**src/inc/ssc_pkg.sv**
```systemverilog
/*
  Constants, register map and types of the servo switch configuration
  decoder. Assumes a 25 MHz core clock and an 8-bit word-aligned register
  address with 32-bit data.
*/
package ssc_pkg;

  // Clock and power-up settling interval
  localparam int unsigned CLK_HZ          = 25_000_000;
  localparam int unsigned STARTUP_MS      = 2000;
  localparam int unsigned STARTUP_CYCLES  = STARTUP_MS * (CLK_HZ / 1000);
  localparam int unsigned TMR_W           = 26;

  // Register port
  localparam int unsigned ADDR_W          = 8;
  localparam int unsigned DATA_W          = 32;
  localparam logic [7:0]  REG_CONFIG       = 8'h00;
  localparam logic [7:0]  REG_FILTER_PARAM = 8'h04;
  localparam logic [7:0]  REG_STATUS       = 8'h08;
  localparam logic [7:0]  REG_IRQ_STATUS   = 8'h0c;
  localparam logic [7:0]  REG_IRQ_ENABLE   = 8'h10;
  localparam logic [7:0]  REG_IRQ_CLEAR    = 8'h14;

  // Communications DIP bank pin positions
  localparam int unsigned DIP_RSVD_A      = 0;
  localparam int unsigned DIP_RSVD_B      = 1;
  localparam int unsigned DIP_AXIS_RANGE  = 2;
  localparam int unsigned DIP_FILTER_SRC  = 3;

  // Axis and filter codes
  localparam logic [4:0]  AXIS_HIGH_BASE   = 5'h10;
  localparam logic [3:0]  AXIS_DISABLED_SW = 4'h0;
  localparam logic [3:0]  FILTER_PARAM_RST = 4'h0;
  localparam logic [3:0]  FILTER_MAX_VALID = 4'h7;

  // Step-command smoothing time in ms: 45 50 60 65 70 80 85 170
  localparam logic [7:0]  ACCEL_MS_TBL [0:7] = '{
    8'h2d, 8'h32, 8'h3c, 8'h41, 8'h46, 8'h50, 8'h55, 8'haa
  };

  // Interrupt status bit positions
  localparam int unsigned IRQ_W           = 4;
  localparam int unsigned IRQ_STARTUP     = 0;
  localparam int unsigned IRQ_FIL_INVALID = 1;
  localparam int unsigned IRQ_RSVD_PIN    = 2;
  localparam int unsigned IRQ_FAULT       = 3;

  // CONFIG register fields
  localparam int unsigned CFG_AXIS_LSB    = 0;
  localparam int unsigned CFG_AXIS_EN     = 5;
  localparam int unsigned CFG_FIL_LSB     = 8;
  localparam int unsigned CFG_FIL_SRC     = 12;
  localparam int unsigned CFG_RANGE       = 13;
  localparam int unsigned CFG_RSVD_ERR    = 14;

  // STATUS register fields
  localparam int unsigned ST_DONE         = 0;
  localparam int unsigned ST_ALARM        = 1;
  localparam int unsigned ST_FIL_VALID    = 2;
  localparam int unsigned ST_LED_ALM      = 3;
  localparam int unsigned ST_LED_RDY      = 4;
  localparam int unsigned ST_LED_REF      = 5;
  localparam int unsigned ST_ACCEL_LSB    = 8;

  typedef enum logic [1:0] {
    ST_LATCH,
    ST_SETTLE,
    ST_RUN
  } ssc_phase_t;

endpackage

```
**src/design/ssc_filter_map.sv**
```systemverilog
/*
  Filter code to step-command smoothing time lookup.
  Assumes the caller registers the result.
*/
`timescale 1ns/1ps
`default_nettype none

module ssc_filter_map
  import ssc_pkg::*;
(
  // Code in
  input  wire logic [3:0] code_in,
  // Mapped time
  output logic      [7:0] accel_ms_out,
  output logic            valid_out
);

  always_comb begin
    valid_out    = (code_in <= FILTER_MAX_VALID);
    accel_ms_out = 8'h00;
    if (valid_out) begin
      accel_ms_out = ACCEL_MS_TBL[code_in[2:0]];
    end
  end

endmodule

`default_nettype wire

```
**src/design/ssc_startup_timer.sv**
```systemverilog
/*
  One-shot power-up settling timer: counts a fixed number of clock cycles
  after a start pulse and then holds done high.
  Assumes start is pulsed once after reset.
*/
`timescale 1ns/1ps
`default_nettype none

module ssc_startup_timer
  import ssc_pkg::*;
#(
  parameter int unsigned CYCLES = STARTUP_CYCLES
)
(
  // Clock and reset
  input  wire logic clk_in,
  input  wire logic resetn_in,
  // Control
  input  wire logic start_in,
  output logic      done_out
);

  typedef struct packed {
    logic             busy;
    logic             done;
    logic [TMR_W-1:0] count;
  } ssc_tmr_t;

  ssc_tmr_t q, d;

  always_comb begin
    d = q;
    if (start_in) begin
      d.busy  = 1'b1;
      d.done  = 1'b0;
      d.count = TMR_W'(CYCLES - 1);
    end else if (q.busy) begin
      if (q.count == '0) begin
        d.busy = 1'b0;
        d.done = 1'b1;
      end else begin
        d.count = q.count - 1'b1;
      end
    end
  end

  always_ff @(posedge clk_in or negedge resetn_in) begin
    if (!resetn_in) begin
      q <= '0;
    end else begin
      q <= d;
    end
  end

  assign done_out = q.done;

endmodule

`default_nettype wire

```
**src/design/ssc_config_decode.sv**
```systemverilog
/*
  Power-up switch configuration decoder of a networked servo drive.
  Latches the DIP bank and rotary switches once after reset, derives the
  fieldbus axis number, selects and maps the command filter code, and
  sequences the alarm output and front indicators through the settling
  interval. Software reaches it over a plain strobe register port.
  Assumes all inputs are synchronous to CLOCK_IN and that reset is the
  power-on reset.

  // Function
  // - DIP bank sampled only at power-up
  // - Range off: rotary 1..F gives axis 1..15, 0 disables
  // - Range on: axis is 16 plus rotary value
  // - Fourth DIP pin selects filter code source
  // - Pin off: filter code from filter rotary
  // - Pin on: filter code from stored parameter
  // - Filter code 0 gives shortest smoothing
  // - Codes 0..7 map to 45..170 ms
  // - Alarm output not valid for two seconds
  // - Power-up lights alarm and ready indicators
  // - After settling, alarm off, reference lit if healthy
  // - Stored parameter shares rotary codes, default zero
*/
// The address-and-strobe port and the register offsets were left to the implementer.
`timescale 1ns/1ps
`default_nettype none

module ssc_config_decode
  import ssc_pkg::*;
#(
  parameter int unsigned STARTUP_CYC = STARTUP_CYCLES
)
(
  // Clock and reset
  input  wire logic              CLOCK_IN,
  input  wire logic              RESETN_IN,
  // Front panel switches
  input  wire logic [3:0]        COMM_DIP_BANK_IN,
  input  wire logic [3:0]        AXIS_ROTARY_SWITCH_IN,
  input  wire logic [3:0]        FILTER_ROTARY_SWITCH_IN,
  // Drive fault from the motion logic
  input  wire logic              FAULT_IN,
  // Register port
  input  wire logic [ADDR_W-1:0] ADDR_IN,
  input  wire logic [DATA_W-1:0] WR_DATA_IN,
  input  wire logic              WR_IN,
  input  wire logic              RD_IN,
  output logic      [DATA_W-1:0] RD_DATA_OUT,
  // Decoded configuration
  output logic      [4:0]        AXIS_NUMBER_OUT,
  output logic                   AXIS_ENABLE_OUT,
  output logic      [3:0]        FILTER_CODE_OUT,
  output logic      [7:0]        ACCEL_TIME_MS_OUT,
  output logic                   FILTER_VALID_OUT,
  output logic                   CONFIG_ERROR_OUT,
  // Alarm output and indicators
  output logic                   ALARM_VALID_OUT,
  output logic                   ALARM_OUTPUT_INDICATOR_OUT,
  output logic                   LED_ALARM_OUT,
  output logic                   LED_READY_OUT,
  output logic                   LED_REF_OUT,
  // Interrupt
  output logic                   IRQ_OUT
);

  ////////////////////////////////////////////////////////////////////////////
  // State

  typedef struct packed {
    ssc_phase_t       phase;
    logic [3:0]       dip;
    logic [3:0]       fil_sw;
    logic [3:0]       fil_param;
    logic [3:0]       fil_code;
    logic [4:0]       axis_num;
    logic             axis_en;
    logic [7:0]       accel_ms;
    logic             fil_valid;
    logic             cfg_err;
    logic             alarm_valid;
    logic             alarm;
    logic             led_alm;
    logic             led_rdy;
    logic             led_ref;
    logic             fault_seen;
    logic             timer_start;
    logic [IRQ_W-1:0] irq_stat;
    logic [IRQ_W-1:0] irq_en;
    logic             irq;
    logic [DATA_W-1:0] rd_data;
  } ssc_core_t;

  localparam ssc_core_t CORE_RESET = '{
    phase:     ST_LATCH,
    fil_param: FILTER_PARAM_RST,
    led_alm:   1'b1,
    led_rdy:   1'b1,
    default:   '0
  };

  ssc_core_t q, d;

  logic       timer_done;
  logic [3:0] fil_sel;
  logic [7:0] map_ms;
  logic       map_valid;
  logic       healthy_fault;

  ////////////////////////////////////////////////////////////////////////////
  // Helpers

  ssc_startup_timer #(
    .CYCLES (STARTUP_CYC)
  ) u_timer (
    .clk_in    (CLOCK_IN),
    .resetn_in (RESETN_IN),
    .start_in  (q.timer_start),
    .done_out  (timer_done)
  );

  // Source chosen by the latched fourth DIP pin
  assign fil_sel = q.dip[DIP_FILTER_SRC] ? q.fil_param
                                         : q.fil_sw;

  ssc_filter_map u_map (
    .code_in      (fil_sel),
    .accel_ms_out (map_ms),
    .valid_out    (map_valid)
  );

  assign healthy_fault = FAULT_IN | q.cfg_err | ~q.fil_valid;

  ////////////////////////////////////////////////////////////////////////////
  // Next state

  always_comb begin
    logic [IRQ_W-1:0] ev;
    logic [IRQ_W-1:0] clr;
    logic             bad;
    ev            = '0;
    clr           = '0;
    bad           = 1'b0;
    d             = q;
    d.rd_data     = '0;
    d.timer_start = 1'b0;

    unique case (q.phase)
      ST_LATCH: begin
        // Switches are captured once; later changes are never looked at
        d.dip    = COMM_DIP_BANK_IN;
        d.fil_sw = FILTER_ROTARY_SWITCH_IN;
        if (COMM_DIP_BANK_IN[DIP_AXIS_RANGE]) begin
          d.axis_num = AXIS_HIGH_BASE | 5'(AXIS_ROTARY_SWITCH_IN);
          d.axis_en  = 1'b1;
        end else begin
          d.axis_num = {1'b0, AXIS_ROTARY_SWITCH_IN};
          d.axis_en  = AXIS_ROTARY_SWITCH_IN != AXIS_DISABLED_SW;
        end
        d.cfg_err = ~COMM_DIP_BANK_IN[DIP_RSVD_A]
                  | ~COMM_DIP_BANK_IN[DIP_RSVD_B];
        ev[IRQ_RSVD_PIN] = d.cfg_err;
        d.timer_start    = 1'b1;
        d.phase          = ST_SETTLE;
      end
      ST_SETTLE: begin
        // Alarm output held not valid, both indicators lit
        d.alarm_valid = 1'b0;
        d.led_alm     = 1'b1;
        d.led_rdy     = 1'b1;
        if (timer_done) begin
          // Filter code committed only once the settling interval ends
          d.fil_code  = fil_sel;
          d.accel_ms  = map_ms;
          d.fil_valid = map_valid;
          bad         = FAULT_IN | q.cfg_err | ~map_valid;
          d.alarm_valid = 1'b1;
          d.alarm     = bad;
          d.led_alm   = bad;
          d.led_rdy   = 1'b0;
          d.led_ref   = ~bad;
          d.fault_seen = FAULT_IN;
          ev[IRQ_STARTUP]     = 1'b1;
          ev[IRQ_FIL_INVALID] = ~map_valid;
          ev[IRQ_FAULT]       = FAULT_IN;
          d.phase     = ST_RUN;
        end
      end
      ST_RUN: begin
        // A persistent alarm indicator marks an error
        d.alarm      = healthy_fault;
        d.led_alm    = healthy_fault;
        d.led_ref    = ~healthy_fault;
        d.fault_seen = FAULT_IN;
        ev[IRQ_FAULT] = FAULT_IN & ~q.fault_seen;
      end
    endcase

    // Register writes
    if (WR_IN) begin
      unique case (ADDR_IN)
        REG_FILTER_PARAM: d.fil_param = WR_DATA_IN[3:0];
        REG_IRQ_ENABLE:   d.irq_en    = WR_DATA_IN[IRQ_W-1:0];
        REG_IRQ_CLEAR:    clr         = WR_DATA_IN[IRQ_W-1:0];
        default: begin
        end
      endcase
    end

    // New events win over a clear in the same cycle
    d.irq_stat = (q.irq_stat & ~clr) | ev;
    d.irq      = |(d.irq_stat & d.irq_en);

    // Register reads, data stand the following cycle only
    if (RD_IN) begin
      unique case (ADDR_IN)
        REG_CONFIG: begin
          d.rd_data[CFG_AXIS_LSB +: 5] = q.axis_num;
          d.rd_data[CFG_AXIS_EN]       = q.axis_en;
          d.rd_data[CFG_FIL_LSB +: 4]  = q.fil_code;
          d.rd_data[CFG_FIL_SRC]       = q.dip[DIP_FILTER_SRC];
          d.rd_data[CFG_RANGE]         = q.dip[DIP_AXIS_RANGE];
          d.rd_data[CFG_RSVD_ERR]      = q.cfg_err;
        end
        REG_FILTER_PARAM: d.rd_data[3:0] = q.fil_param;
        REG_STATUS: begin
          d.rd_data[ST_DONE]           = (q.phase == ST_RUN);
          d.rd_data[ST_ALARM]          = q.alarm;
          d.rd_data[ST_FIL_VALID]      = q.fil_valid;
          d.rd_data[ST_LED_ALM]        = q.led_alm;
          d.rd_data[ST_LED_RDY]        = q.led_rdy;
          d.rd_data[ST_LED_REF]        = q.led_ref;
          d.rd_data[ST_ACCEL_LSB +: 8] = q.accel_ms;
        end
        REG_IRQ_STATUS: d.rd_data[IRQ_W-1:0] = q.irq_stat;
        REG_IRQ_ENABLE: d.rd_data[IRQ_W-1:0] = q.irq_en;
        default: begin
        end
      endcase
    end
  end

  ////////////////////////////////////////////////////////////////////////////
  // Registers

  always_ff @(posedge CLOCK_IN or negedge RESETN_IN) begin
    if (!RESETN_IN) begin
      q <= CORE_RESET;
    end else begin
      q <= d;
    end
  end

  ////////////////////////////////////////////////////////////////////////////
  // Outputs

  assign RD_DATA_OUT                = q.rd_data;
  assign AXIS_NUMBER_OUT            = q.axis_num;
  assign AXIS_ENABLE_OUT            = q.axis_en;
  assign FILTER_CODE_OUT            = q.fil_code;
  assign ACCEL_TIME_MS_OUT          = q.accel_ms;
  assign FILTER_VALID_OUT           = q.fil_valid;
  assign CONFIG_ERROR_OUT           = q.cfg_err;
  assign ALARM_VALID_OUT            = q.alarm_valid;
  assign ALARM_OUTPUT_INDICATOR_OUT = q.alarm;
  assign LED_ALARM_OUT              = q.led_alm;
  assign LED_READY_OUT              = q.led_rdy;
  assign LED_REF_OUT                = q.led_ref;
  assign IRQ_OUT                    = q.irq;

endmodule

`default_nettype wire

```
**config.mk**
```make
export PLATFORM = sky130hd
export DESIGN_NAME = ssc_config_decode
export DESIGN_NICKNAME = d
export VERILOG_FILES = /design/src/inc/ssc_pkg.sv /design/src/design/ssc_filter_map.sv /design/src/design/ssc_startup_timer.sv /design/src/design/ssc_config_decode.sv
export SDC_FILE = /design/constraint.sdc
export NUM_CORES = 1
export LEC_CHECK = 0
export ABC_AREA = 1
export BUFFER_PORTS_ARGS = -buffer_cell sky130_fd_sc_hd__buf_2
export CAP_MARGIN = 20
export CORE_ASPECT_RATIO = 1.1
export CORE_MARGIN = 5
export CORE_UTILIZATION = 40
export CTS_BUF_LIST = sky130_fd_sc_hd__clkbuf_16
export CTS_CLUSTER_SIZE = 30
export DETAILED_ROUTE_END_ITERATION = 8
export SYNTH_ARGS = -nofsm -noshare
export SYNTH_HDL_FRONTEND = slang
export SYNTH_HIERARCHICAL = 1
export SYNTH_SLANG_ARGS = --single-unit
```
**constraint.sdc**
```tcl
create_clock -name CLOCK_IN -period 2.6 [get_ports CLOCK_IN]
set_clock_uncertainty 0.05 [all_clocks]
set_input_delay 0.13 -clock CLOCK_IN [delete_from_list [all_inputs] [get_ports CLOCK_IN]]
set_output_delay 0.13 -clock CLOCK_IN [all_outputs]
set_load 0.02 [all_outputs]
```
==> metrics.csv <==
metric,value,unit
status,finished clean,
CTS tree,built,
Area Overhead vs Synth,11.6,%
# H-tree levels,3,
maximum vdd ir drop,0.303,mV
Synth Instances,692,
drt total wl,12100,um
post-route ant nets,0,
Internal,2.10,mW
GR met3 Demand/Resource,3.47,%
GRT overflow,0,
r2r endpoint,q[81],
final setup fails,0,
largest net degree at the start of global routing,54,
full die area,15500,um2
Fin. Hold Viols,0,
clock buffer count from CTS,9,
Switching Fraction,24.2,%
Reg2Reg Setup Slack,0.66,ns
Tmin final,1.94,ns
Die Ht,130,um
CTS root buffer,clkbuf_16,
DRC viols,0,
HP Start,WR_DATA_IN[2],
fin nets,812,
crit-path max FO,21,
placed cell areas,5470,um2
Comb pwr share,7.2,%
GR Util met1,20.5,%
Final Util,45.9,%
vias in the first global route,4246,
"Clk Latency, worst-skew pair",0.34,ns
crit path kind,reg2reg,
Final period util,74.6,%
CP arrival,2.12,ns
clock slew seen by the registers of the worst setup and hold paths,0.06,ns
hold slack,0.0292,ns
CP Data Required Time,2.78,ns
Chip Width,119,um
P per Cell Area,473,nW/um2
fraction of layout instances using a drive strength above 1,17.2,%
via-per-instance ratio,4.79,
worst reg2reg startpoint,q[81],
Slew Limit Fails,0,
Diodes inserted,0,
GR Util All Layers,16.3,%
CTS sink count,89,
startpoint types,flop,
Ys Warns,6,
Hold Path Depth,3,
clock buffer depth,2,
Fin Setup TNS,0,ns
Flop pwr share,51.2,%
Synth cell types,36,
DRT Pass-1 Iters,7,
sequential-to-total area share from yosys stat,42.6,%
Slew @ Worst Pin,0.581,ns
HP Class,in2reg,
drt initial violations,256,
grt peak-use layer,met2,
clock power share,41.6,%
LEAKAGE,3.10,nW
setup bufs post-CTS,0,
hold worst-path end,q[35],
DR vias,4341,
"Cell Area, Synth",5240,um2
hpwl dp,9080,um
Setup crit end kind,flop,
FP Rows,43,
Starting Density,41.1,%
first-pass GRT wire length,20400,um
Synth Register Bits,89,
Slew headroom,60.8,%
P_sw,0.671,mW
routability-driven placement congestion ratio,0.878,
fill count,1263,
post-CTS sizing,0,
met2 Use GR,27.7,%
final instance area,5850,um2
Buffers on Ports,68,
RSZ-0062 raised after global routing,no,
max_cap viols,0,
highest clock rate,516,MHz
Worst Reg-to-Reg Cells,6,
initial antenna violation count,0,
core region area,12800,um2
syn avg cell area,7.57,um2
# IOs,115,
wire length per cell,13.3,um
==> worst max-delay path, cell delays in order, from the launching register on <==
cell and delay, ns:
dfrtp_1 0.37, inv_1 0.07, ha_1 0.21, nand2_1 0.38
inv_1 0.42, o21ai_0 0.26, inv_1 0.06
==> worst max-delay path by stage <==
| stage | slack, ns | cells after the start | to | start |
|---|---|---|---|---|
| 6_report | 0.66 | 6 | q[81] | q[81] |
| 3_5_place_dp | 0.68 | 8 | ACCEL_TIME_MS_OUT[1] | q[79] |
| 2_1_floorplan | 0.74 | 9 | ACCEL_TIME_MS_OUT[1] | q[79] |
| 4_1_cts | 0.64 | 8 | ACCEL_TIME_MS_OUT[1] | q[79] |
| 3_3_place_gp | 0.69 | 6 | q[81] | q[81] |
| 5_1_grt | 0.43 | 8 | ACCEL_TIME_MS_OUT[1] | q[79] |
==> synth_stat cells, drive strengths merged <==
library cell / n / area [um2]
conb: 1 / 3.75
inv: 78 / 293
o21a: 3 / 22.5
o21bai: 1 / 7.51
xor2: 2 / 17.5
nand3b: 7 / 52.6
clkinv: 1 / 5.00
o21ai: 47 / 235
clkbuf: 9 / 33.8
dfrtp: 87 / 2180
dfstp: 2 / 52.6
buf: 54 / 412
nand4: 8 / 50.1
nor3: 2 / 10.0
o211ai: 2 / 15.0
nor4: 1 / 6.26
nand3: 54 / 305
nand2: 208 / 818
a21o: 1 / 7.51
nor2: 88 / 453
o22ai: 1 / 6.26
a21oi: 24 / 124
a22oi: 1 / 7.51
ha: 10 / 125
==> sequential cells by signal, indices dropped and copies added (netlist names), 4 cells and up <==
| name | count |
|---|---|
| ACCEL_TIME_MS_OUT | 8 |
| q | 22 |
| FILTER_CODE_OUT | 4 |
| u_timer/q | 27 |
| AXIS_NUMBER_OUT | 4 |
| RD_DATA_OUT | 14 |
==> kinds of logic after synthesis <==
| group | share of synthesized area (%) |
|---|---|
| simple gates | 32.4 |
| xor+xnor | 0.334 |
| other cells | 0.0716 |
| compound gates | 8.12 |
| fa+ha+maj | 2.39 |
| flops | 42.6 |
| buf+inv | 14.2 |
==> routing by layer <==
metal	part of all wire, %	up-vias
met1	44	2021
met2	50	88
met3	3.9	15
met4	1.9	0
met5	0	-
li1	-	2217
==> metrics by stage <==
step | total power, mW | cells | worst slack, ns
6_report | 2.77 | 907 | 0.662
5_1_grt | 2.90 | 907 | 0.427
4_1_cts | 2.81 | 907 | 0.640
3_5_place_dp | 1.63 | 879 | 0.684
3_3_place_gp | 1.63 | 879 | 0.689
2_1_floorplan | 1.57 | 709 | 0.739
==> cell type report <==
cell class              count  area, um2  area share (%)
well taps                 157        196            3.36
clock inverters             7       31.3           0.535
inverters                  79        298            5.09
repair buffers             88        536            9.16
clock buffers               9        225            3.85
multi-input cells         478       2330            39.9
flip-flops and latches     89       2230            38.1
==> cell usage in the layout, fill, tap and decap left out, types with 3 or more instances in the layout <==
cell           instances
a21oi_1               23
buf_2                 67
buf_4                  8
clkbuf_16              9
conb_1                18
dfrtp_1               87
dlygate4sd3_1         12
ha_1                  10
inv_1                 76
inv_2                  5
nand2_1              197
nand2_2                9
nand3_1               50
nand3b_1               7
nand4_1                8
nor2_1                70
nor2_2                 6
nor2_4                10
o21a_1                 3
o21ai_0               34
o21ai_1               13
==> timing repair <==
action | 4_1_cts | 5_1_grt
endpoints found under the setup margin | 0 | 0
hold buffers | 12 | 0
endpoints found under the hold margin | 46 | 0
==> power groups by stage <==
stage	clock [mW]	combinational (mW)	sequential (mW)
global route	1.26	0.227	1.42
CTS	1.19	0.201	1.42
global placement	0	0.184	1.44
finish	1.15	0.199	1.42
detailed placement	0	0.187	1.44
floorplan	0	0.126	1.44
No activity file was read; power rests on OpenSTA's default activity.
